===== config.mk =====
export PLATFORM = sky130hd
export DESIGN_NAME = adcc_control
export DESIGN_NICKNAME = d
export VERILOG_FILES = /design/src/hw/adcc_pkg.sv /design/src/hw/adcc_control.sv
export VERILOG_INCLUDE_DIRS = /design/src /design/src/hw
export SDC_FILE = /design/constraint.sdc
export NUM_CORES = 1
export LEC_CHECK = 0
export BUFFER_PORTS_ARGS = -buffer_cell sky130_fd_sc_hd__buf_2
export CORE_MARGIN = 3
export CORE_UTILIZATION = 59
export DETAILED_ROUTE_END_ITERATION = 10
export GPL_TIMING_DRIVEN = 0
export HOLD_SLACK_MARGIN = 0.1
export PLACE_DENSITY_LB_ADDON = 0.15
export SLEW_MARGIN = 10
export SYNTH_ARGS = -nofsm -noshare
export SYNTH_HDL_FRONTEND = slang
export SYNTH_SLANG_ARGS = --single-unit

===== constraint.sdc =====
create_clock -name clock -period 2.21 [get_ports clock]
set_clock_uncertainty 0.15 [all_clocks]
set_input_delay 0.221 -clock clock [delete_from_list [all_inputs] [get_ports clock]]
set_output_delay 0.221 -clock clock [all_outputs]
set_load 0.03 [all_outputs]

===== src/hw/adcc_params.svh =====
`ifndef ADCC_PARAMS_SVH
`define ADCC_PARAMS_SVH

// ----------------------------------------------------------------
// Register offsets (byte addresses within the block)
// ----------------------------------------------------------------
`define ADCC_OFS_RES_A_HI   4'h0
`define ADCC_OFS_CTRL       4'h8
`define ADCC_OFS_TRIG       4'h9

// ----------------------------------------------------------------
// Field positions
// ----------------------------------------------------------------
`define ADCC_BIT_END        7
`define ADCC_BIT_IE         6
`define ADCC_BIT_START      5
`define ADCC_BIT_SCAN       4
`define ADCC_BIT_SPEED      3
`define ADCC_BIT_HWEN       7

// ----------------------------------------------------------------
// Reset values and fixed bits
// ----------------------------------------------------------------
`define ADCC_CTRL_RESET     8'h00
`define ADCC_TRIG_RESET     8'h7F
`define ADCC_TRIG_ONES      8'h7E

// ----------------------------------------------------------------
// Conversion lengths in states
// ----------------------------------------------------------------
`define ADCC_CONV_SLOW      134
`define ADCC_CONV_FAST      70
`define ADCC_SCAN_SLOW      128
`define ADCC_SCAN_FAST      66

`endif


===== src/hw/adcc_pkg.sv =====
package adcc_pkg;

  typedef enum logic [1:0] {
    ADCC_IDLE,
    ADCC_CONV
  } adcc_state_e;

  typedef struct packed {
    logic       rd;
    logic       wr;
    logic [3:0] addr;
    logic [7:0] wdata;
  } adcc_bus_s;

  typedef struct packed {
    logic       done;
    logic [9:0] value;
  } adcc_sample_s;

endpackage


===== src/hw/adcc_control.sv =====
`include "adcc_params.svh"
// Contract
// - End flag sets after single conversion, or after the whole scan group.
// - End flag clears only by writing 0 after reading it as 1.
// - Interrupt enable gates the end request; resets to 0.
// - Single mode: start bit holds during conversion, self-clears at end.
// - Scan mode: cycles channels until start cleared, reset or standby.
// - Start bit also set by external trigger or timer compare match.
// - Mode bit: 0 single (reset), 1 scan.
// - Speed bit: 134 states max when 0, 70 states max when 1.
// - Channel bits pick input, or group and count in scan mode.
// - Control/status register resets to 00 on reset and standby.
// - Trigger register resets to 7F on reset and standby.
// - Hardware start sources act only when trigger enable is 1.
// - Pin versus timer source is chosen in the timer block.
// - Trigger register bits 6..1 read 1 and ignore writes.
// - Upper byte read returns it and copies lower byte to holding latch.
// - Lower byte read returns the holding latch.
// - Results left-justified; bits 5..0 of lower byte read zero.
// - Later scan conversions take 128 or 66 states.
// - Falling edge on enabled external pin sets start bit.
// - End flag rising with enable set requests the interrupt.
module adcc_control #(
  parameter int CONV_SLOW = `ADCC_CONV_SLOW,
  parameter int CONV_FAST = `ADCC_CONV_FAST,
  parameter int SCAN_SLOW = `ADCC_SCAN_SLOW,
  parameter int SCAN_FAST = `ADCC_SCAN_FAST
) (
  input  wire logic              clock,
  input  wire logic              rstn,
  input  wire logic              standby,
  input  wire adcc_pkg::adcc_bus_s bus,
  output logic [7:0]             rdata,
  input  wire logic              external_start_pin,
  input  wire logic              pin_start_select,
  input  wire logic              timer_compare_match,
  output logic                   conv_start,
  output logic [2:0]             conv_channel,
  input  wire adcc_pkg::adcc_sample_s sample,
  output logic                   conversion_end_irq
);
  import adcc_pkg::*;

  // ----------------------------------------------------------------
  // Registers
  // ----------------------------------------------------------------
  logic              conversion_end_flag;
  logic              end_interrupt_enable;
  logic              conversion_start_bit;
  logic              scan_mode;
  logic              conversion_speed_select;
  logic [2:0]        input_channel_select;
  logic              hardware_start_enable;
  logic              trig_bit0;
  logic              end_flag_seen;
  logic [9:0]        result_registers [4];
  logic [7:0]        hold_latch;
  logic              pin_prev;
  adcc_state_e       state;
  logic [7:0]        count;
  logic [1:0]        scan_index;
  logic              first_conv;

  function automatic logic [7:0] conv_len(input logic fast,
                                          input logic later);
    int n;
    n = later ? (fast ? SCAN_FAST : SCAN_SLOW)
              : (fast ? CONV_FAST : CONV_SLOW);
    return n[7:0];
  endfunction

  // ----------------------------------------------------------------
  // Start sources
  // ----------------------------------------------------------------
  logic ctrl_wr;
  logic trig_wr;
  logic ctrl_rd;
  logic pin_fall;
  logic hw_start;
  logic conv_done;
  logic last_in_group;
  logic start_clear;

  assign ctrl_wr  = bus.wr && bus.addr == `ADCC_OFS_CTRL;
  assign trig_wr  = bus.wr && bus.addr == `ADCC_OFS_TRIG;
  assign ctrl_rd  = bus.rd && bus.addr == `ADCC_OFS_CTRL;
  // Pin or timer picked by pin_start_select from outside; this block muxes and gates
  assign pin_fall = pin_prev && !external_start_pin;
  assign hw_start = hardware_start_enable &&
                    (pin_start_select ? pin_fall
                                      : timer_compare_match);
  assign conv_done = state == ADCC_CONV && count == 8'h01;
  assign last_in_group = !scan_mode ||
                         scan_index == input_channel_select[1:0];
  assign start_clear = ctrl_wr && !bus.wdata[`ADCC_BIT_START];

  always_ff @(posedge clock or negedge rstn) begin
    if (!rstn) begin
      pin_prev <= 1'b1;
    end else begin
      pin_prev <= external_start_pin;
    end
  end

  // ----------------------------------------------------------------
  // Control/status register
  // ----------------------------------------------------------------
  always_ff @(posedge clock or negedge rstn) begin
    if (!rstn) begin
      end_interrupt_enable    <= 1'b0;
      scan_mode               <= 1'b0;
      conversion_speed_select <= 1'b0;
      input_channel_select    <= 3'h0;
    end else if (standby) begin
      end_interrupt_enable    <= 1'b0;
      scan_mode               <= 1'b0;
      conversion_speed_select <= 1'b0;
      input_channel_select    <= 3'h0;
    end else if (ctrl_wr) begin
      end_interrupt_enable    <= bus.wdata[`ADCC_BIT_IE];
      scan_mode               <= bus.wdata[`ADCC_BIT_SCAN];
      conversion_speed_select <= bus.wdata[`ADCC_BIT_SPEED];
      input_channel_select    <= bus.wdata[2:0];
    end
  end

  // Software set and hardware set both win over the end-of-run clear
  always_ff @(posedge clock or negedge rstn) begin
    if (!rstn) begin
      conversion_start_bit <= 1'b0;
    end else if (standby) begin
      conversion_start_bit <= 1'b0;
    end else if (hw_start) begin
      conversion_start_bit <= 1'b1;
    end else if (ctrl_wr) begin
      conversion_start_bit <= bus.wdata[`ADCC_BIT_START];
    end else if (conv_done && !scan_mode) begin
      conversion_start_bit <= 1'b0;
    end
  end

  // Set beats clear; clear needs a prior read of 1
  always_ff @(posedge clock or negedge rstn) begin
    if (!rstn) begin
      conversion_end_flag <= 1'b0;
      end_flag_seen       <= 1'b0;
    end else if (standby) begin
      conversion_end_flag <= 1'b0;
      end_flag_seen       <= 1'b0;
    end else begin
      if (conv_done && last_in_group) begin
        conversion_end_flag <= 1'b1;
      end else if (ctrl_wr && !bus.wdata[`ADCC_BIT_END] &&
                   end_flag_seen) begin
        conversion_end_flag <= 1'b0;
      end
      if (ctrl_rd && conversion_end_flag) begin
        end_flag_seen <= 1'b1;
      end else if (ctrl_wr) begin
        end_flag_seen <= 1'b0;
      end
    end
  end

  // ----------------------------------------------------------------
  // Trigger register
  // ----------------------------------------------------------------
  always_ff @(posedge clock or negedge rstn) begin
    if (!rstn) begin
      // Top bit of the trigger reset value is zero
      hardware_start_enable <= 1'b0;
      trig_bit0             <= 1'b1;
    end else if (standby) begin
      hardware_start_enable <= 1'b0;
      trig_bit0             <= 1'b1;
    end else if (trig_wr) begin
      hardware_start_enable <= bus.wdata[`ADCC_BIT_HWEN];
      trig_bit0             <= bus.wdata[0];
    end
  end

  // ----------------------------------------------------------------
  // Conversion sequencer
  // ----------------------------------------------------------------
  always_ff @(posedge clock or negedge rstn) begin
    if (!rstn) begin
      state      <= ADCC_IDLE;
      count      <= 8'h00;
      scan_index <= 2'h0;
      first_conv <= 1'b1;
    end else if (standby || (start_clear && !hw_start)) begin
      state      <= ADCC_IDLE;
      count      <= 8'h00;
      scan_index <= 2'h0;
      first_conv <= 1'b1;
    end else begin
      case (state)
        ADCC_IDLE: begin
          if (conversion_start_bit) begin
            state      <= ADCC_CONV;
            count      <= conv_len(conversion_speed_select, 1'b0);
            scan_index <= 2'h0;
            first_conv <= 1'b1;
          end
        end
        ADCC_CONV: begin
          if (count > 8'h01) begin
            count <= count - 8'h01;
          end else if (scan_mode) begin
            scan_index <= last_in_group ? 2'h0
                                        : scan_index + 2'h1;
            first_conv <= 1'b0;
            count <= conv_len(conversion_speed_select, 1'b1);
          end else begin
            state <= ADCC_IDLE;
          end
        end
        default: state <= ADCC_IDLE;
      endcase
    end
  end

  assign conv_start = state == ADCC_CONV &&
                      count == conv_len(conversion_speed_select, !first_conv);
  assign conv_channel = scan_mode ? {input_channel_select[2], scan_index}
                                  : input_channel_select;

  // ----------------------------------------------------------------
  // Result registers
  // ----------------------------------------------------------------
  always_ff @(posedge clock or negedge rstn) begin
    if (!rstn) begin
      for (int i = 0; i < 4; i++) result_registers[i] <= 10'h000;
    end else if (standby) begin
      for (int i = 0; i < 4; i++) result_registers[i] <= 10'h000;
    end else if (conv_done) begin
      result_registers[conv_channel[1:0]] <= sample.value;
    end
  end

  always_ff @(posedge clock or negedge rstn) begin
    if (!rstn) begin
      hold_latch <= 8'h00;
    end else if (bus.rd && bus.addr[3] == 1'b0 && !bus.addr[0]) begin
      hold_latch <= {result_registers[bus.addr[2:1]][1:0], 6'h00};
    end
  end

  // ----------------------------------------------------------------
  // Read mux
  // ----------------------------------------------------------------
  always_ff @(posedge clock or negedge rstn) begin
    if (!rstn) begin
      rdata <= 8'h00;
    end else if (bus.rd) begin
      if (bus.addr[3] == 1'b0) begin
        rdata <= bus.addr[0] ? hold_latch
                             : result_registers[bus.addr[2:1]][9:2];
      end else if (bus.addr == `ADCC_OFS_CTRL) begin
        rdata <= {conversion_end_flag, end_interrupt_enable,
                  conversion_start_bit, scan_mode,
                  conversion_speed_select, input_channel_select};
      end else if (bus.addr == `ADCC_OFS_TRIG) begin
        rdata <= {hardware_start_enable, 7'h00} | `ADCC_TRIG_ONES |
                 {7'h00, trig_bit0};
      end else begin
        rdata <= 8'h00;
      end
    end
  end

  assign conversion_end_irq = conversion_end_flag &&
                              end_interrupt_enable;

endmodule


Yosys cells after proc, flatten, opt, wreduce, memory -nomap -nowiden
Cells that the tools add are included.
Widths: inputs -> output; s select.
{ "totals": {"word_cells": 138, "regBits": 75, "out_inout_bits": 13, "inputBits": 31} }
{ "op_classes": {"reduce_logical": 37, "eq_ne": 11, "mux": 60, "n_bitwise": 4, "add_sub_neg": 2, "order_cmp": 4} }
{ "ops": {"columns": ["cell", "count"], "rows": [
  ["$mux 8", 11],
  ["$mux 40", 2],
  ["$bwmux 40", 1],
  ["$mux 10", 3],
  ["$mux 1", 25],
  ["$bmux 10 s2", 1],
  ["$demux 10 s2", 1],
  ["$mux 2", 10],
  ["$logic_and 1x1->1", 18],
  ["$pmux 8 s2", 1],
  ["$reduce_bool 3->1", 3],
  ["$eq 4x4->1 const B", 2],
  ["$eq 8x1->1 const B", 1],
  ["$eq 8x8->1", 1],
  ["$gt 8x1->1 const B", 1],
  ["$or 8x1->8", 1],
  ["$pmux 2 s2", 2],
  ["$sub 8x1->8 const B", 1],
  ["$ge 3x3->1 const B", 2],
  ["$logic_not 1->1", 6],
  ["$mux 3", 2],
  ["$ne 3x2->1 const B", 2],
  ["$ne 3x3->1 const B", 2],
  ["$not 2->3", 2],
  ["13 further kinds", 17]
]} }

Logic depth before layout (Yosys ltp)
Gate-level depths: netlist (run 1).
{ "logic_depth": {"word_depth": 9, "mapped_depth": 8, "ltp_nobuf": 6} }

Worst setup path after synthesis (run 1)
No wires, ideal clock.
{ "synth_timing": {"path_type": "register -> output", "from": "reg count[3]", "to": "out conv_start", "path_slack_ps": -137, "required_ps": 1839, "n_path_buf": 1, "stages_incl_launch_ff": 5, "arrival_ps": 1976, "path_cell_list": "dfrtp_1 > nor3_4 > buf_2 > o211ai_1 > nor4_1"} }
{ "synth_via": {"elab_chain_len": 2} }
{ "synth_lines": {"columns": ["element", "line_no", "rtl"], "rows": [
  ["from (decl)", "adcc_control.sv:60", "logic [7:0] count;"],
  ["from (signal assigned)", "adcc_control.sv:201", "count <= conv_len(conversion_speed_select, 1'b0);"],
  ["from (signal assigned)", "adcc_control.sv:208", "count <= count - 8'h01;"],
  ["from (signal assigned)", "adcc_control.sv:213", "count <= conv_len(conversion_speed_select, 1'b1);"],
  ["$eq 8x8->1", "adcc_control.sv:224", "count == conv_len(conversion_speed_select, !first_conv);"],
  ["$logic_and 1x1->1", "adcc_control.sv:223", "assign conv_start = state == ADCC_CONV &&"],
  ["to (decl)", "adcc_control.sv:37", "output logic conv_start,"]
]} }
No other way between the ends.

Worst setup path in the final report (run 1)
{ "layout_timing": {"from": "reg count[1]", "to": "reg count[3]"} }
{ "layout_via": {"elab_chain_len": 4} }
{ "layout_lines": {"columns": ["element", "line_no", "rtl"], "rows": [
  ["$sub 8x1->8 or $gt 8x1->1 (tied branches)", "adcc_control.sv:208, adcc_control.sv:207", null],
  ["$mux 8", "adcc_control.sv:207", "if (count > 8'h01) begin"],
  ["$pmux 8 s2", "adcc_control.sv:197", "case (state)"],
  ["$mux 8", "adcc_control.sv:191", "end else if (standby || (start_clear && !hw_start)) begin"]
]} }
Parallel ways exist; a longest one is shown, timed or not.
A chain may end at the register's enable or synchronous reset.

==> impl_metrics.py, run 1 <==
metrics = {
    "logic_synthesis": {
        "synth.distinct_cells": 56,
        "yosysWarningCount": 0,
        "ys_seq_area_share_pct": 47.3,
        "synth_edf_count": 0,
        "synth_seq_cells": 74,
        "netlist_instances": 386,
        "synth_top_area_share_pct": 45.3,
        "ys_top_cells_by_area": "dfrtp_1, mux2i_1, nand2_1",
        "mappedNetlistArea_um2": 3920,
        "synthFlopType": "dfrtp_1",
        "async_flop_share_pct": 100,
        "synth_fp_nets": 419,
        "synth_top_area_cell": "dfrtp_1",
        "syn_avg_cell_area_um2": 10.2,
    },
    "layout": {
        "diodes": 0,
        "stdcell_count": 544,
        "fin_util_pct": 73.9,
        "area_growth_pct": 20.4,
        "finalNetCount": 496,
        "n_fill_cell": 488,
        "drive_gt1_share_pct": 22.1,
    },
    "critical_path": {
        "worst_setup_path_start_kind": "register",
        "worst-path-stages": 7,
        "worstRegToRegCells": 7,
        "slowest_stage": "dfrtp_1",
        "crit_buf_inv": 2,
        "worstPathRequired_ns": 2.33,
        "endpoint_kind": "register",
        "worstPathArrival_ns": 2.22,
        "critPathKind": "reg2reg",
        "max_stage_delay_ns": 0.42,
        "worstPathCellList": "inv_2, ha_4, o21ba_2, buf_4, a41o_2, or3_1, a21oi_1",
        "critPathTopFamily": "compound AO/OA/AOI/OAI gates",
        "cp_max_fo": 9,
    },
    "route": {
        "drc_errors": 0,
        "first_pass_iters": 4,
        "drtIter0Drc": 223,
        "vias_per_cell": 5.91,
        "vias": 3216,
        "routed_wl_um": 9480,
        "wl_per_cell_um": 17.4,
        "postRouteAntennaNets": 0,
    },
    "placement": {
        "placed_cells": 505,
        "dp_hpwl_um": 6530,
        "numPortBuffers": 41,
        "dp_slack_ns": 0.00460,
        "gp_congestion": 0.861,
    },
    "power_and_ir_drop": {
        "p_seq_share_pct": 52.5,
        "p_comb_share_pct": 12.1,
        "p_leak_nw": 2.28,
        "ir_drop_mv": 0.481,
        "cellPowerDensity_nw_per_um2": 562,
        "netSwitchingPower_mw": 0.689,
        "clkPwrFrac_pct": 35.5,
        "p_sw_share_pct": 26.0,
        "p_int_mw": 1.96,
    },
    "cts": {
        "cts_sinks": 74,
        "htreeDepth": 3,
        "cts_tree": "done",
        "clockRootBuffer": "clkbuf_8",
        "clkTransAtPathRegs_ns": 0.07,
        "cts_buffer_depth": 2,
        "clk_latency_ns": 0.35,
        "cts-buffers-inserted": 9,
    },
    "floorplan": {
        "ios": 44,
        "fp.dieH_um": 87.5,
        "initial_core_util_pct": 61.4,
        "core_area_um2": 6390,
        "fp.dieW_um": 87.5,
        "die_area_um2": 7660,
        "num_rows": 29,
    },
    "global_route": {
        "grt_use_total_pct": 26.5,
        "antenna_found_initial": 0,
        "grt_pass1_wl_um": 15500,
        "grt_start_max_net_pins": 58,
        "grt_pass1_vias": 3181,
        "gr-total-overflow": 0,
    },
    "worst_hold_path": {
        "hold_depth": 3,
        "min_path_type": "in2reg",
    },
    "sta": {
        "fmax_mhz": 476,
        "slew_headroom_pct": 54.9,
        "timing.final.ws_setup_ns": 0.108,
        "final_hold_viol_count": 0,
        "drv_slew": 0,
        "worst_slew_pin_slew_ns": 0.677,
        "setup_viol": 0,
        "fin_crit_ns": 2.10,
        "period_share_pct": 95.1,
        "fin_hold_ws_ns": 0.144,
        "tns_ns": 0,
    },
    "flow_run": {
        "max-cap-violations": 0,
    },
    "outcome": {
        "outcome": "finished, final reports clean",
    },
}
==> power by group through the flow <==
| stage | clock [mW] | combinational, mW | sequential [mW] |
|---|---|---|---|
| 6_report | 0.940 | 0.320 | 1.39 |
| 5_1_grt | 1.01 | 0.351 | 1.39 |
| 4_1_cts | 0.959 | 0.313 | 1.39 |
| 3_5_place_dp | 0 | 0.281 | 1.42 |
| 3_3_place_gp | 0 | 0.270 | 1.42 |
| 2_1_floorplan | 0 | 0.141 | 1.43 |
==> cells by family after synthesis <==
kind of cell	after synthesis	synth area share (%)
adders and majority gates	2	0.638
xor gates and xnor gates	3	0.670
and+or+nand+nor	143	17.2
buffers and inverters	39	4.40
muxes	61	18.9
AOI/OAI and AO/OA	64	10.9
DFF	74	47.3
==> stage by stage <==
stage,instance area [um2],power (mW)
after global placement,4230,1.69
after global routing,4720,2.76
after CTS,4660,2.66
after detailed placement,4260,1.70
after floorplan,3930,1.57
final,4720,2.65
==> placed cells by master (no fill, tap or decap), types with 4 or more instances in the layout <==
master and n:
mux4_2 10, mux2i_1 47, nand2_1 78, o211ai_1 5
a31oi_1 8, clkbuf_1 15, mux2_2 4, dlygate4sd3_1 21
a21oi_1 19, o21ai_0 11, nor2_1 19, nor2b_1 6
nand3_1 10, buf_4 10, dfrtp_1 69, inv_1 11
clkbuf_8 11, nand3b_1 4, buf_2 43
==> synth_stat cells, types with 2 or more instances <==
master and count:
clkbuf_1 14, ha_1 2, o21ai_0 11, mux2_2 4, buf_2 6, nand2_1 78
dfstp_2 3, nand2b_1 2, nor2b_1 6, nand3b_1 4, a31oi_1 8, or3_1 3
o21ba_2 2, buf_4 5, dfrtp_1 71, nand3_1 10, and3_1 3, o211ai_1 5
mux2i_1 47, nor3_1 3, inv_1 12, nand4b_1 2, nand4_1 3, and2_1 2
nor2_1 19, a21oi_1 19, mux4_2 10, xor2_1 3, a221oi_1 2
==> metal layers <==
layer / vias to the layer above / track usage (%) / share of wire [%]
li1: 1519 / - / -
met1: 1589 / 36.0 / 44
met2: 84 / 41.6 / 49
met3: 24 / 6.15 / 4.2
met4: 0 / 10.3 / 2.3
met5: - / 0 / 0
==> path summary, 6_finish.rpt <==
check | start | slack (ns) | to
setup / recovery | count[1] | 0.11 | count[3]
hold / removal | bus[13] | 0.14 | rdata[2]
setup reg to reg | count[1] | 0.11 | count[3]
hold reg to reg | rdata[0] | 0.34 | rdata[0]
max in group asynchronous | rstn | 1.14 | trig_bit0
min in group asynchronous | rstn | 0.16 | conversion_end_flag
==> area by class of cell <==
| class | instances | area (um2) | area share (%) |
|---|---|---|---|
| flip-flops and latches | 74 | 1860 | 39.4 |
| plain buffers | 26 | 134 | 2.84 |
| clock inverters | 2 | 12.5 | 0.265 |
| clock buffers | 13 | 159 | 3.37 |
| well taps | 77 | 96.3 | 2.04 |
| repair buffers | 66 | 470 | 9.97 |
| multi-input cells | 273 | 1940 | 41.1 |
| inverters | 13 | 48.8 | 1.03 |
==> what timing repair did <==
| item | 4_1_cts | 5_1_grt |
|---|---|---|
| hold buffers | 21 | 0 |
| pin swaps | 1 | 0 |
| gates resized for setup | 4 | 13 |
| setup buffers | 1 | 2 |
| hold endpoints to repair | 125 | 0 |
| endpoints found under the setup margin | 3 | 39 |
==> registers in the layout, summed over array words and instances, names as in the netlist, 2 cells and up <==
signal / flops
scan_index: 2
count: 8
input_channel_select: 3
result_registers: 40
rdata: 8
hold_latch: 2
==> tightest hold or removal path, cell delays in order <==
cell and delay, ns:
clkbuf_1 0.19, nor2_1 0.15, a31oi_1 0.04
(Power assumes the default switching activity.)
==> run 2, diff against run 1 <==
==> constraint.sdc (replaced) <==
create_clock -name clock -period 2.21 [get_ports clock]
set_clock_uncertainty 0.15 [all_clocks]
set_input_delay 0.442 -clock clock [delete_from_list [all_inputs] [get_ports clock]]
set_output_delay 0.442 -clock clock [all_outputs]
set_load 0.03 [all_outputs]
==> impl_metrics.py, run 2 (same netlist as run 1, synthesis figures left out) <==
metrics = {
    "floorplan": {
        "fp.dieH_um": 87.5,
        "ios": 44,
        "die_area_um2": 7660,
        "initial_core_util_pct": 61.4,
        "num_rows": 29,
        "fp.dieW_um": 87.5,
        "core_area_um2": 6390,
    },
    "cts": {
        "clk_latency_ns": 0.36,
        "clkTransAtPathRegs_ns": 0.08,
        "cts_buffer_depth": 2,
        "cts_tree": "done",
        "cts_sinks": 74,
        "clockRootBuffer": "clkbuf_8",
        "htreeDepth": 3,
        "cts-buffers-inserted": 9,
    },
    "route": {
        "wl_per_cell_um": 18.2,
        "wl_met2_um": 4880,
        "routed_wl_um": 9640,
        "postRouteAntennaNets": 0,
        "vias_per_cell": 6.04,
        "routed.top_layer": "met4",
        "vias": 3206,
        "first_pass_iters": 5,
        "drtIter0Drc": 148,
        "drc_errors": 0,
        "routedLengthMet1_um": 4080,
        "met3_length_um": 514,
    },
    "power_and_ir_drop": {
        "netSwitchingPower_mw": 0.758,
        "ir_drop_mv": 0.461,
        "p_comb_share_pct": 10.9,
        "p_total_mw": 2.81,
        "p_sw_share_pct": 27.0,
        "p_int_mw": 2.05,
        "p_seq_share_pct": 49.5,
        "clkPwrFrac_pct": 39.6,
        "p_leak_nw": 2.25,
        "cellPowerDensity_nw_per_um2": 607,
    },
    "global_route": {
        "antenna_found_initial": 0,
        "gr-total-overflow": 0,
        "grt_pass1_vias": 3160,
        "grt_use_total_pct": 27.0,
        "grt_pass1_wl_um": 15700,
        "grt_start_max_net_pins": 39,
    },
    "placement": {
        "dp_hpwl_um": 6630,
        "placed_cells": 505,
        "numPortBuffers": 41,
        "dp_slack_ns": -0.0174,
        "gp_congestion": 0.898,
        "placed_area_um2": 4260,
    },
    "layout": {
        "layout_common_cells": "nand2_1, dfrtp_1, mux2i_1",
        "drive_gt1_share_pct": 25.6,
        "largest_reg_flops": 40,
        "top_register": "result_registers",
        "area_growth_pct": 18.0,
        "finalInstanceArea_um2": 4630,
        "final_common_cell": "nand2_1",
        "stdcell_count": 531,
        "diodes": 0,
        "top_regs": "result_registers x40, count x8, rdata x8",
        "finalNetCount": 482,
    },
    "critical_path": {
        "endpoint_kind": "output port",
        "cp_max_fo": 3,
        "worstPathRequired_ns": 1.62,
        "worstRegToRegCells": 7,
        "r2r-end": "scan_index[1]",
        "endpoint": "conv_start",
        "worstPathArrival_ns": 1.66,
        "startpoint": "count[3]",
        "r2r-start": "count[1]",
        "r2r_setup_slack_ns": 0.09,
        "worst_setup_path_start_kind": "register",
        "critPathKind": "reg2out",
    },
    "worst_hold_path": {
        "min_path_type": "in2reg",
    },
    "sta": {
        "fin_crit_ns": 2.25,
        "timing.final.ws_setup_ns": -0.0420,
        "rsz0062_at_grt": "yes",
        "slew_headroom_pct": 47.7,
        "setup_viol": 1,
        "final_hold_viol_count": 0,
        "drv_slew": 0,
        "worst_slew_pin_slew_ns": 0.779,
        "fin_hold_ws_ns": 0.165,
        "period_share_pct": 102,
        "fmax_mhz": 444,
    },
    "outcome": {
        "violations": "setup timing",
        "outcome": "finished, violations left",
    },
    "flow_run": {
        "max-cap-violations": 0,
    },
}
==> run 2: cell types whose count changed in the layout (fill, tap and decap cells not counted), moves of 2 or more <==
cell           before  now
dlygate4sd3_1      21    2
buf_4              10   16
clkbuf_1           15   12
clkinv_4            0    2
inv_6               0    2
mux2i_1            47   45
mux2i_4             0    2
o21ai_1             0    2
==> run 2: worst min-delay path by stage <==
| stage | slack (ns) | to | depth (start not counted) | from |
|---|---|---|---|---|
| after detailed placement | 0.29 | count[0] | 1 | rstn |
| final | 0.17 | scan_mode | 3 | bus[4] |
| after floorplan | -0.004 | conversion_end_flag | 0 | rstn |
| after global placement | 0.31 | rdata[0] | 1 | rdata[0] |
| after CTS | 0.17 | scan_mode | 3 | bus[4] |
| after global routing | 0.18 | input_channel_select[1] | 3 | bus[1] |
==> run 2: cell type report <==
class	instances	area [um2]
buffer	25	140
multi-input combinational	273	1950
clock inverter	6	72.6
sequential	74	1860
clock buffer	10	138
tap	77	96.3
inverter	13	48.8
timing repair buffer	53	318
fill	479	1760
==> run 2: what timing repair did <==
item                                    CTS  global route
buffers inserted                          3             6
endpoints found under the hold margin    38             0
gates resized for setup                  12            12
pin swaps                                 2             1
hold buffers                              2             0
endpoints found under the setup margin    5            14
==> run 2: per-layer routing <==
metal / track usage, % / vias to the layer above
li1: - / 1497
met4: 7.95 / 0
met5: 0 / -
met2: 45.6 / 104
met1: 35.8 / 1589
met3: 4.82 / 16
==> run 2: worst max-delay path, cell delays in order (launching register included) <==
cell and delay, ns:
dfrtp_2 0.43, nor3_4 0.21, buf_6 0.12, o211ai_1 0.12, nor4_4 0.22, buf_4 0.19
==> run 2: per-stage QoR <==
stage               util, %  setup TNS [ns]
finish                 72.4         -0.0420
global route           72.4          -0.169
CTS                    71.2         -0.0750
detailed placement     66.7         -0.0263
global placement       66.4               0
floorplan                 -               0
==> run 2: power by group through the flow <==
stage          clock network [mW]  logic [mW]  registers (mW)
3_5_place_dp                    0       0.279            1.42
4_1_cts                      1.13       0.294            1.39
3_3_place_gp                    0       0.270            1.42
2_1_floorplan                   0       0.141            1.43
5_1_grt                      1.17       0.335            1.39
6_report                     1.11       0.306            1.39
